## config.mk

```make
export PLATFORM = sky130hd
export DESIGN_NAME = lrx_line_rx
export DESIGN_NICKNAME = d
export VERILOG_FILES = /design/src/rtl/lrx_pkg.sv /design/src/rtl/lrx_freq_cmp.sv /design/src/rtl/lrx_los_det.sv /design/src/rtl/lrx_line_rx.sv
export SDC_FILE = /design/constraint.sdc
export NUM_CORES = 1
export LEC_CHECK = 0
export ABC_AREA = 1
export CAP_MARGIN = 5
export CORE_MARGIN = 5
export CORE_UTILIZATION = 55
export CTS_CLUSTER_SIZE = 8
export DETAILED_ROUTE_END_ITERATION = 12
export DONT_BUFFER_PORTS = 1
export GPL_TIMING_DRIVEN = 0
export PLACE_DENSITY = 0.68
export SYNTH_ARGS = -nofsm -noshare
export SYNTH_HDL_FRONTEND = slang
export SYNTH_SLANG_ARGS = --single-unit
```

## constraint.sdc

```tcl
create_clock -name clk_i -period 3.3 [get_ports clk_i]
set_input_delay 0.33 -clock clk_i [delete_from_list [all_inputs] [get_ports clk_i]]
set_output_delay 0.33 -clock clk_i [all_outputs]
set_load 0.01 [all_outputs]
```

## src/rtl/lrx_pkg.sv

```systemverilog
// constants shared by the line receiver alarm and output logic
package lrx_pkg;
    localparam int unsigned CLK_HZ = 40_000_000;
    // frequency supervision: window of reference edges and tolerance
    localparam int unsigned FREQ_WIN = 1024;
    localparam int unsigned FREQ_TOL_PERMILLE = 5;
    localparam int unsigned FREQ_TOL = FREQ_WIN * FREQ_TOL_PERMILLE / 1000;
    // digital loss-of-signal detector
    localparam int unsigned ZERO_RUN = 160;
    localparam int unsigned ONES_WIN = 32;
    localparam int unsigned ONES_MIN = 8;
    // least alarm pulse width in recovered clock cycles
    localparam int unsigned MIN_PULSE = 32;
    // line input to rail output latency in recovered clock cycles
    localparam int unsigned PIPE_DEPTH = 3;
    // acquisition limits
    localparam int unsigned PHASE_HIT_MS = 2;
    localparam int unsigned ACQ_MS = 20;
    localparam int unsigned PHASE_HIT_CYC = CLK_HZ / 1000 * PHASE_HIT_MS;
    localparam int unsigned ACQ_CYC = CLK_HZ / 1000 * ACQ_MS;
endpackage

```

## src/rtl/lrx_freq_cmp.sv

```systemverilog
// loop clock against reference clock frequency comparator
`timescale 1ns/1ps
module lrx_freq_cmp #(
    parameter int unsigned WIN = lrx_pkg::FREQ_WIN,
    parameter int unsigned TOL = lrx_pkg::FREQ_TOL
) (
    input wire logic clk_i,
    input wire logic sys_rst_i,
    input wire logic loop_tick_i,
    input wire logic ref_i,
    output logic done_o,
    output logic err_o
);
    import lrx_pkg::*;

    logic ref_q;
    logic [15:0] ref_cnt_q;
    logic [15:0] loop_cnt_q;
    logic ref_rise;
    logic win_end;
    logic [15:0] loop_next;
    logic [15:0] dev;

    assign ref_rise = ref_i & ~ref_q;
    assign win_end = ref_rise && (ref_cnt_q == 16'(WIN - 1));
    // saturate so a runaway loop still reads as far off
    assign loop_next = (loop_cnt_q == 16'hFFFF) ? loop_cnt_q :
                       loop_cnt_q + 16'(loop_tick_i);
    assign dev = (loop_next > 16'(WIN)) ? loop_next - 16'(WIN) :
                 16'(WIN) - loop_next;

    always_ff @(posedge clk_i) begin
        if (sys_rst_i) begin
            ref_q <= 1'b0;
            ref_cnt_q <= 16'h0000;
            loop_cnt_q <= 16'h0000;
            done_o <= 1'b0;
            err_o <= 1'b0;
        end else begin
            ref_q <= ref_i;
            done_o <= win_end;
            if (win_end) begin
                ref_cnt_q <= 16'h0000;
                loop_cnt_q <= 16'h0000;
                err_o <= dev > 16'(TOL);
            end else begin
                ref_cnt_q <= ref_cnt_q + 16'(ref_rise);
                loop_cnt_q <= loop_next;
            end
        end
    end
endmodule // lrx_freq_cmp

```

## src/rtl/lrx_los_det.sv

```systemverilog
// digital ones-density loss-of-signal detector
`timescale 1ns/1ps
module lrx_los_det #(
    parameter int unsigned RUN = lrx_pkg::ZERO_RUN,
    parameter int unsigned ONES = lrx_pkg::ONES_MIN
) (
    input wire logic clk_i,
    input wire logic sys_rst_i,
    input wire logic bit_stb_i,
    input wire logic bit_one_i,
    output logic los_o
);
    import lrx_pkg::*;

    logic [7:0] zero_cnt_q;
    logic [ONES_WIN-1:0] hist_q;
    logic [5:0] ones_cnt_q;
    logic [5:0] ones_next;
    logic run_hit;

    // running count of ones in the last ONES_WIN bits
    assign ones_next = ones_cnt_q + 6'(bit_one_i) - 6'(hist_q[ONES_WIN-1]);
    assign run_hit = !bit_one_i && (zero_cnt_q >= 8'(RUN - 1));

    always_ff @(posedge clk_i) begin
        if (sys_rst_i) begin
            zero_cnt_q <= 8'h00;
            hist_q <= '0;
            ones_cnt_q <= 6'h00;
            los_o <= 1'b0;
        end else if (bit_stb_i) begin
            hist_q <= {hist_q[ONES_WIN-2:0], bit_one_i};
            ones_cnt_q <= ones_next;
            if (bit_one_i) begin
                zero_cnt_q <= 8'h00;
            end else if (!run_hit) begin
                zero_cnt_q <= zero_cnt_q + 8'h01;
            end
            if (run_hit) begin
                los_o <= 1'b1;
            end else if (ones_next >= 6'(ONES)) begin
                los_o <= 1'b0;
            end
        end
    end
endmodule // lrx_los_det

```

## src/rtl/lrx_line_rx.sv

```systemverilog
// line receiver supervision, alarms and dual-rail output stage
`timescale 1ns/1ps
// What this block does
// compare loop clock with reference; past half percent force reacquire.
// raise lock alarm on frequency error or 180 degree data alignment.
// lock alarm stays until frequency lock, at least 32 clock cycles.
// loss alarm high when analog or digital detector reports loss.
// loss alarm held high at least 32 clock cycles once raised.
// digital detector raises loss after 160 consecutive zeros.
// digital loss clears only with eight ones in 32 bits.
// recovery keeps running regardless of the loss alarm.
// threshold select fixed at power-up, never changed in operation.
// rails change at recovered clock rise, valid at falling edge.
// positive mark drives positive rail, negative the other, zero neither.
// each symbol appears on rails three recovered clock cycles later.
// float test low puts all five outputs into high impedance.
// regain operation within 2 ms after a 180 degree phase hit.
// reach operation within 20 ms of power-up with valid input.
// digital detector counts a one when either rail is high.
module lrx_line_rx #(
    parameter int unsigned PHASE_HIT_CYC = lrx_pkg::PHASE_HIT_CYC,
    parameter int unsigned ACQ_CYC = lrx_pkg::ACQ_CYC
) (
    input wire logic clk_i,
    input wire logic sys_rst_i,
    input wire logic line_pos_i,
    input wire logic line_neg_i,
    input wire logic line_stb_i,
    input wire logic reference_clock_in_i,
    input wire logic phase_inverted_i,
    input wire logic analog_los_i,
    input wire logic output_float_test_i,
    input wire logic [1:0] loss_threshold_select_i,
    output logic recovered_clock_o,
    output logic recovered_clock_oe_o,
    output logic positive_rail_data_o,
    output logic positive_rail_data_oe_o,
    output logic negative_rail_data_o,
    output logic negative_rail_data_oe_o,
    output logic signal_loss_alarm_o,
    output logic signal_loss_alarm_oe_o,
    output logic lock_loss_alarm_o,
    output logic lock_loss_alarm_oe_o,
    output logic reacquire_o,
    output logic [1:0] loss_threshold_o
);
    import lrx_pkg::*;

    // ------------------------------------------------------------
    // output pipeline
    // ------------------------------------------------------------
    logic [PIPE_DEPTH-2:0] pos_pipe_q;
    logic [PIPE_DEPTH-2:0] neg_pipe_q;
    logic rclk_q;
    logic pos_q;
    logic neg_q;
    logic oe_q;
    logic mark_pos;
    logic mark_neg;

    // both inputs high is not a valid mark and is taken as a zero
    assign mark_pos = line_pos_i & ~line_neg_i;
    assign mark_neg = line_neg_i & ~line_pos_i;

    always_ff @(posedge clk_i) begin
        if (sys_rst_i) begin
            pos_pipe_q <= '0;
            neg_pipe_q <= '0;
            pos_q <= 1'b0;
            neg_q <= 1'b0;
            rclk_q <= 1'b0;
        end else begin
            rclk_q <= line_stb_i;
            if (line_stb_i) begin
                pos_pipe_q <= {pos_pipe_q[PIPE_DEPTH-3:0], mark_pos};
                neg_pipe_q <= {neg_pipe_q[PIPE_DEPTH-3:0], mark_neg};
                pos_q <= pos_pipe_q[PIPE_DEPTH-2];
                neg_q <= neg_pipe_q[PIPE_DEPTH-2];
            end
        end
    end

    // ------------------------------------------------------------
    // float test and threshold capture
    // ------------------------------------------------------------
    logic thr_taken_q;
    logic [1:0] thr_q;

    // the pin is sampled once after reset release; later changes are
    // ignored since the analog comparator must not see them
    always_ff @(posedge clk_i) begin
        if (sys_rst_i) begin
            oe_q <= 1'b0;
            thr_taken_q <= 1'b0;
            thr_q <= 2'h0;
        end else begin
            oe_q <= output_float_test_i;
            thr_taken_q <= 1'b1;
            if (!thr_taken_q) begin
                thr_q <= loss_threshold_select_i;
            end
        end
    end

    // ------------------------------------------------------------
    // lock supervision
    // ------------------------------------------------------------
    logic freq_done;
    logic freq_err;
    logic lol_q;
    logic [5:0] lol_cnt_q;
    logic startup_q;
    logic [19:0] wd_cnt_q;
    logic reacq_q;
    logic phase_q;
    logic lol_set;
    logic lol_clr;
    logic wd_hit;
    logic lol_min_done;

    lrx_freq_cmp u_freq (
        .clk_i(clk_i),
        .sys_rst_i(sys_rst_i),
        .loop_tick_i(line_stb_i),
        .ref_i(reference_clock_in_i),
        .done_o(freq_done),
        .err_o(freq_err)
    );

    assign lol_min_done = lol_cnt_q == 6'(MIN_PULSE);
    assign lol_set = (freq_done & freq_err) | phase_inverted_i;
    assign lol_clr = freq_done & ~freq_err & lol_min_done;
    // a loop stuck out of lock is kicked again when its time is up
    assign wd_hit = lol_q && (startup_q ? wd_cnt_q == 20'(ACQ_CYC - 1) :
                    wd_cnt_q == 20'(PHASE_HIT_CYC - 1));

    always_ff @(posedge clk_i) begin
        if (sys_rst_i) begin
            lol_q <= 1'b1;
            lol_cnt_q <= 6'h00;
            startup_q <= 1'b1;
            wd_cnt_q <= 20'h00000;
            reacq_q <= 1'b0;
            phase_q <= 1'b0;
        end else begin
            phase_q <= phase_inverted_i;
            reacq_q <= (freq_done & freq_err) | wd_hit |
                       (phase_inverted_i & ~phase_q);
            if (lol_set) begin
                lol_q <= 1'b1;
            end else if (lol_clr) begin
                lol_q <= 1'b0;
                startup_q <= 1'b0;
            end
            if (lol_set && !lol_q) begin
                lol_cnt_q <= 6'h00;
            end else if (line_stb_i && !lol_min_done) begin
                lol_cnt_q <= lol_cnt_q + 6'h01;
            end
            if (!lol_q || wd_hit) begin
                wd_cnt_q <= 20'h00000;
            end else begin
                wd_cnt_q <= wd_cnt_q + 20'h00001;
            end
        end
    end

    // ------------------------------------------------------------
    // loss-of-signal alarm
    // ------------------------------------------------------------
    logic dig_los;
    logic los_q;
    logic [5:0] los_cnt_q;
    logic los_raw;
    logic los_min_done;
    logic rail_one;

    assign rail_one = pos_pipe_q[PIPE_DEPTH-2] |
                      neg_pipe_q[PIPE_DEPTH-2];

    // the detector watches the rails only; it never stalls recovery
    lrx_los_det u_los (
        .clk_i(clk_i),
        .sys_rst_i(sys_rst_i),
        .bit_stb_i(line_stb_i),
        .bit_one_i(rail_one),
        .los_o(dig_los)
    );

    assign los_raw = analog_los_i | dig_los;
    assign los_min_done = los_cnt_q == 6'(MIN_PULSE);

    always_ff @(posedge clk_i) begin
        if (sys_rst_i) begin
            los_q <= 1'b0;
            los_cnt_q <= 6'h00;
        end else begin
            if (los_raw) begin
                los_q <= 1'b1;
            end else if (los_min_done) begin
                los_q <= 1'b0;
            end
            if (los_raw && !los_q) begin
                los_cnt_q <= 6'h00;
            end else if (los_q && line_stb_i && !los_min_done) begin
                los_cnt_q <= los_cnt_q + 6'h01;
            end
        end
    end

    // ------------------------------------------------------------
    // outputs
    // ------------------------------------------------------------
    assign recovered_clock_o = rclk_q;
    assign positive_rail_data_o = pos_q;
    assign negative_rail_data_o = neg_q;
    assign signal_loss_alarm_o = los_q;
    assign lock_loss_alarm_o = lol_q;
    assign recovered_clock_oe_o = oe_q;
    assign positive_rail_data_oe_o = oe_q;
    assign negative_rail_data_oe_o = oe_q;
    assign signal_loss_alarm_oe_o = oe_q;
    assign lock_loss_alarm_oe_o = oe_q;
    assign reacquire_o = reacq_q;
    assign loss_threshold_o = thr_q;
endmodule // lrx_line_rx

```

==> flow_metrics.tcl, run 1 <==
set metrics [dict create \
    dieWidth_um 117 \
    fp.coreArea_um2 11300 \
    cts_resized 0 \
    setup_viol 0 \
    cp.required_ns 3.61 \
    clkTransAtPathRegs_ns 0.05 \
    root_buffer "clkbuf_16" \
    critical_path_arrival_ns 2.95 \
    wire_per_inst_um 12.2 \
    nets 944 \
    p_clk_share_pct 49.8 \
    fin_crit_sh_pct 80.1 \
    finalSetupTns_ns 0 \
    fp-row-count 39 \
    cp-start-kind "register" \
    worst_r2r_path_depth 18 \
    die_h_um 117 \
    pre_cts_ws_ns 0.686 \
    antenna_found_initial 0 \
    path_common_cell "nand2_1" \
    gr-total-overflow 0 \
    end_kind "register" \
    grt_max_degree 17 \
    ys_warn_count 0 \
    p_leak_nw 3.03 \
    vias 5627 \
    r2r_start "u_freq.loop_cnt_q[9]" \
    htree_num_levels 4 \
    internal_power_mw 3.10 \
    clk_latency_ns 0.42 \
    drv_slew 0 \
    area_growth_pct 12.9 \
    rsz0062_at_grt "no" \
    dieArea_um2 13700 \
    pwr-share-seq_pct 41.6 \
    synth-edff-count 0 \
    crit_type "register to register" \
    status "finished clean" \
    rr_endpoint "u_freq.err_o" \
    post-route-worst-setup-slack_ns 0.655 \
    ys_ff_latch 130 \
    power_mw 4.01 \
    hold_violations 0 \
    ys_dominant_reg_cell "dfxtp_1" \
    grt_pass1_wl_mm 22.8 \
    start_util_pct 55.9 \
    hp-class "primary input to register" \
    hold_start "output_float_test_i" \
    fmax_ghz 0.378 \
    drtIter0Drc 328 \
    layout-drive-gt1-share_pct 7.76 \
    port_buffers 0 \
    worst-path-max-fanout 10 \
    syn_area_um2 6320 \
    first_pass_iters 7 \
    switching_share_pct 22.8 \
    clock_skew_ns 0.00570 \
    postSynthCellCount 896 \
    ant_nets 0 \
    worstSetupStartpoint "u_freq.loop_cnt_q[9]" \
    via_per_inst 5.25 \
    syn_nets 925 \
    syn_avg_cell_area_um2 7.06 \
    antenna_cells 0 \
    path_buf_inv 0 \
    crit_cells 18 \
    grt_usage_pct 20.7 \
    p_comb_share_pct 8.6 \
    powerDensity_nw_per_um2 562 \
    finalCriticalPeriod_ns 2.64 \
    cpMaxStageDelayCell "dfxtp_1" \
    clkSinkCount 130 \
    hold_buffers 0 \
    endpoint "u_freq.err_o" \
    gp_congestion 0.899 \
    dpl.hpwl_mm 9.70 \
    wirelength_mm 13.1 \
    cts_setup_buffers 0 \
    io_pins 24 \
    maxCapViolations 0 \
    ys_seq_area_share_pct 41.2 \
    async_reset_ff_share_pct 0 \
    ys_types 43 \
    cts_buffer_depth 2 \
    crit_family "simple AND/OR/NAND/NOR gates" \
    crit_chain "nand2_1 -> nor2_1 -> nand2_2 -> nor2_8 -> nor2_1 -> ha_1 -> nand2_1 -> nor2_2 -> nand3_2 -> nand2_1 -> nand2_1 -> nand2_1 -> nand2_1 -> nand2_1 -> nor2_1 -> nand3_1 -> nand2_1 -> nand2_1" \
    max_stage_delay_ns 0.39 \
    drc_errors 0 \
    ir_drop_v 0.000448 \
    grt_pass1_vias 5370 \
    cts_made_buffers 17 \
    cts_tree "done" \
    tightest_slew_ns 0.625 \
    power_switching_mw 0.914 \
    r2r_slack_ns 0.66 \
    slew_headroom_pct 58.4 \
]
[state kept, by name, indices dropped and copies added, names as in the netlist, 2 cells and up]
signal,flops
los_cnt_q,6
u_los.zero_cnt_q,8
lol_cnt_q,6
u_los.hist_q,32
loss_threshold_o,2
u_freq.ref_cnt_q,16
wd_cnt_q,20
u_freq.loop_cnt_q,16
pos_pipe_q,2
neg_pipe_q,2
u_los.ones_cnt_q,6
[how the worst min path moves through the flow]
stage	to	slack [ns]	cells after the start
final	lock_loss_alarm_oe_o	0.02	2
after global routing	lock_loss_alarm_oe_o	0.007	2
after CTS	lock_loss_alarm_oe_o	0.009	2
after detailed placement	lock_loss_alarm_oe_o	0.45	2
after global placement	lock_loss_alarm_oe_o	0.44	2
after floorplan	wd_cnt_q[0]	0.43	1
[stage by stage]
| step | util, % | hold slack (ns) | area (µm²) | std cells |
|---|---|---|---|---|
| 6_report | 63.1 | 0.0214 | 7140 | 1071 |
| 3_5_place_dp | 57.4 | 0.449 | 6500 | 1039 |
| 2_1_floorplan | - | 0.430 | 6320 | 896 |
| 3_3_place_gp | 57.4 | 0.443 | 6500 | 1039 |
| 4_1_cts | 63.1 | 0.00865 | 7140 | 1071 |
| 5_1_grt | 63.1 | 0.00651 | 7140 | 1071 |
[layout make-up]
cell class                      count  area, µm²
Buffer                             26        120
Multi-Input combinational cell    623       3160
Sequential cell                   130       2600
Clock buffer                       22        484
Clock inverter                     10        154
Fill cell                        1005       4180
Tap cell                          143        179
Inverter                          117        442
[power by group through the flow]
stage	clock (mW)	sequential (mW)	combinational (mW)
floorplan	0	1.70	0.280
global placement	0	1.70	0.330
detailed placement	0	1.71	0.343
CTS	2.03	1.67	0.346
global route	2.11	1.68	0.400
finish	2.00	1.67	0.344
[synthesized netlist by cell type (2+ instances only)]
master | instances | share of area (%)
nor2_1 | 173 | 10
nand2_1 | 145 | 8.6
dfxtp_1 | 130 | 41
inv_1 | 110 | 6.5
o21ai_0 | 60 | 4.7
a21oi_1 | 42 | 3.3
nand3_1 | 42 | 3.3
nor3_1 | 24 | 1.9
clkbuf_1 | 20 | 1.2
nand4_1 | 20 | 2.0
ha_1 | 17 | 3.4
xor2_1 | 14 | 1.9
nor2_2 | 11 | 1.1
nor3b_1 | 10 | 1.2
nor4_1 | 9 | 0.89
xnor2_1 | 9 | 1.2
nand2_2 | 7 | 0.69
a211oi_1 | 5 | 0.59
o21ai_1 | 5 | 0.40
buf_4 | 4 | 0.47
inv_2 | 4 | 0.24
nand3_2 | 4 | 0.63
a31oi_1 | 3 | 0.30
nand3b_1 | 3 | 0.36
nor2_4 | 3 | 0.53
and2_1 | 2 | 0.20
clkinv_1 | 2 | 0.12
nand2_4 | 2 | 0.36
nor3_2 | 2 | 0.32
[placed cells by master, fill, tap and decap left out, drive strengths merged, types with 10 or more instances in the layout]
cell type / synthesis / layout
dfxtp: 130 / 130
inv: 115 / 115
xor2: 14 / 14
nor3b: 10 / 10
nand3: 46 / 46
a21oi: 42 / 42
o21ai: 65 / 65
ha: 17 / 17
nand2: 154 / 154
nor2: 188 / 188
nand4: 20 / 20
clkbuf: 20 / 42
nor3: 26 / 26
[routing by layer]
metal | vias to the layer above | track usage [%] | share of wire (%)
met4 | 0 | 6.88 | 1.8
met2 | 117 | 35.8 | 47
met5 | - | 0 | 0
met1 | 2567 | 24.5 | 47
met3 | 24 | 6.32 | 3.9
li1 | 2919 | - | -
[cell families (layout without fill, tap and decap cells)]
logic type / Yosys count / after routing / share of synthesized area, %
buf+inv: 143 / 175 / 8.88
compound gates: 121 / 121 / 10.1
fa+ha+maj: 18 / 18 / 3.68
xor+xnor: 23 / 23 / 3.19
flops: 130 / 130 / 41.2
simple gates: 461 / 461 / 33.0
(Power assumes the default switching activity.)
==> run 2, diff against run 1 <==
--- a/config.mk
+++ b/config.mk
@@ -5,7 +5,7 @@
 export SDC_FILE = /design/constraint.sdc
 export NUM_CORES = 1
 export LEC_CHECK = 0
-export ABC_AREA = 1
+export ABC_AREA = 0
 export CAP_MARGIN = 5
 export CORE_MARGIN = 5
 export CORE_UTILIZATION = 55
==> constraint.sdc (replaced) <==
create_clock -name clk_i -period 2.7 [get_ports clk_i]
set_input_delay 0.27 -clock clk_i [delete_from_list [all_inputs] [get_ports clk_i]]
set_output_delay 0.27 -clock clk_i [all_outputs]
set_load 0.01 [all_outputs]
==> run 2 against run 1 <==
The flow now finishes with violations (setup timing); clock power grew 9%; clock-buffer cell count shrank 2; synthesized area shrank 5.1%; sequential cell count is the same; critical path type unchanged; largest power group unchanged.
==> flow_metrics.tcl, run 2 <==
set metrics [dict create \
    status "finished with violations" \
    violations "setup timing" \
    dieArea_um2 13100 \
    powerDensity_nw_per_um2 646 \
    clkSinkCount 130 \
    netlist.area_leader.share_pct 43.4 \
    n_fill_cell 856 \
    cpMaxStageDelayCell "nor4_4" \
    slew_headroom_pct 55.3 \
    maxCapViolations 0 \
    htree_num_levels 4 \
    crit_type "register to register" \
    ys_warn_count 0 \
    yosys.cell_count.top_type "nor2_1" \
    final_common_cell "nor2_1" \
    rsz0062_at_grt "yes" \
    crit_chain "buf_6 -> nand3_4 -> nor4_4 -> a21o_1 -> inv_2 -> ha_4 -> o2111ai_4 -> a211oi_2 -> a31o_2 -> a311o_1 -> a2111oi_2 -> a21oi_1" \
    tightest_slew_ns 0.671 \
    largestRegisters "u_los.hist_q x32, wd_cnt_q x20" \
    grt_max_degree 17 \
    via_per_inst 5.48 \
    layout-drive-gt1-share_pct 14.7 \
    p_leak_nw 2.83 \
    vias 4843 \
    ys_types 63 \
    top_register "u_los.hist_q" \
    start_util_pct 55.8 \
    gp_congestion 0.863 \
    cts_made_buffers 17 \
    fp-row-count 38 \
    synth-edff-count 0 \
    cts_tree "done" \
    grt_pass1_wl_mm 21.9 \
    syn_nets 711 \
    ir_drop_v 0.000483 \
    drtIter0Drc 329 \
    synth_top_cell_by_area "dfxtp_1" \
    clkTransAtPathRegs_ns 0.06 \
    async_reset_ff_share_pct 0 \
    end_kind "register" \
    finalCriticalPeriod_ns 2.71 \
    ys_ff_latch 130 \
    dpl.hpwl_mm 8.38 \
    syn_avg_cell_area_um2 8.80 \
    clock_skew_ns 0.00476 \
    place_inst 822 \
    ys_seq_area_share_pct 43.4 \
    postSynthCellCount 682 \
    critical_path_arrival_ns 3.12 \
    drc_errors 0 \
    largest_register_ffs 32 \
    antenna_found_initial 0 \
    gr-total-overflow 0 \
    setup_viol 1 \
    fin_crit_sh_pct 100 \
    grt_usage_pct 21.0 \
    fmax_ghz 0.369 \
    io_pins 24 \
    drv_slew 0 \
    nets 761 \
    die_h_um 114 \
    power_mw 4.69 \
    worst-path-max-fanout 4 \
    syn_area_um2 6000 \
    hold_violations 0 \
    grt_pass1_vias 4850 \
    area_growth_pct 21.0 \
    synth_area_leaders "dfxtp_1 (43%), nor2_1 (9.2%), mux2i_1 (7.0%)" \
    clk_latency_ns 0.53 \
    wirelength_mm 12.9 \
    antenna_cells 0 \
    max_stage_delay_ns 0.44 \
    hp-class "primary input to register" \
    ys_dominant_reg_cell "dfxtp_1" \
    cp-start-kind "register" \
    wire_per_inst_um 14.6 \
    first_pass_iters 5 \
    dieWidth_um 114 \
    root_buffer "clkbuf_8" \
    post-route-worst-setup-slack_ns -0.00794 \
    ant_nets 0 \
    cp.required_ns 3.11 \
    cts_buffer_depth 2 \
    fp.coreArea_um2 10700 \
    port_buffers 0 \
    most-common-layout-cells "nor2_1 (144), dfxtp_1 (120), mux2i_1 (42)" \
    post_layout_nonfiller_instances 883 \
    synthTopCellsByCount "nor2_1 (147), dfxtp_1 (130), xor2_1 (43), mux2i_1 (42), nand2_1 (41)" \
]
run 2: cell count changes after synthesis, moves of 11 or more:
| cell | change |
|---|---|
| nor2_2 | -11 |
| nand3_1 | -14 |
| mux2i_1 | +42 |
| xnor2_1 | +13 |
| a21oi_1 | -23 |
| nor3_1 | -15 |
| nor2_1 | -26 |
| o21ai_0 | -50 |
| nand2_1 | -104 |
| xor2_1 | +29 |
| inv_1 | -87 |
run 2: logic make-up after synthesis:
| group | share of synthesized area [%] |
|---|---|
| compound gates | 9.53 |
| xor+xnor | 9.49 |
| fa+ha+maj | 3.88 |
| buf+inv | 3.96 |
| flops | 43.4 |
| mux | 7.01 |
| simple gates | 22.8 |
run 2: worst paths after layout:
check	from	end	slack, ns	depth (start not counted)
max	u_freq.loop_cnt_q[1]	u_freq.err_o	-0.008	12
min	analog_los_i	los_cnt_q[3]	0.14	3
max reg2reg	u_freq.loop_cnt_q[1]	u_freq.err_o	-0.008	12
min reg2reg	neg_pipe_q[0]	neg_pipe_q[0]	0.46	2
run 2: timing repair:
action,4_1_cts,5_1_grt
hold buffers,10,0
hold endpoints to repair,12,0
pin swaps,10,15
gates resized for setup,24,19
endpoints found under the setup margin,1,2
buffers inserted,13,11
gates cloned,0,0
run 2: worst max-delay path: cells and delay by family, from the launching register on:
kind | cells | cell delay, ns
DFF | 1 | 0.32
and+or+nand+nor | 2 | 0.53
adders and majority gates | 1 | 0.17
AOI/OAI and AO/OA | 7 | 1.38
buffers and inverters | 2 | 0.19
run 2: report_power, final:
group          internal (mW)  leakage (nW)  switching, mW
combinational          0.237          1.50          0.264
sequential              1.97          1.06         0.0413
clock                   1.37         0.270          0.812
run 2: layer usage:
| metal | part of all wire [%] | GRT usage (%) |
|---|---|---|
| met4 | 2.5 | 9.58 |
| met5 | 0 | 0 |
| met1 | 43 | 24.3 |
| met3 | 4.7 | 6.61 |
| met2 | 50 | 35.4 |
run 2: layout make-up:
type / count / area (µm²) / share of cell area (%)
timing repair buffer: 34 / 293 / 4.03
tap: 140 / 175 / 2.41
clock buffer: 20 / 455 / 6.27
buffer: 28 / 150 / 2.07
inverter: 25 / 93.8 / 1.29
sequential: 130 / 2620 / 36.1
clock inverter: 10 / 110 / 1.52
multi-input combinational: 496 / 3360 / 46.3
run 2: metrics by stage:
step                      hold WS, ns  worst slack [ns]  area (µm²)  utilization (%)  setup TNS, ns
after global routing            0.165            -0.165        7260             67.5         -0.165
final                           0.136          -0.00794        7260             67.5       -0.00794
after CTS                       0.108          0.000302        7080             65.9              0
after detailed placement        0.407            -0.269        6220             57.9         -0.269
after floorplan                 0.395           0.00766        6040                -              0
after global placement          0.401            -0.250        6220             57.9         -0.250
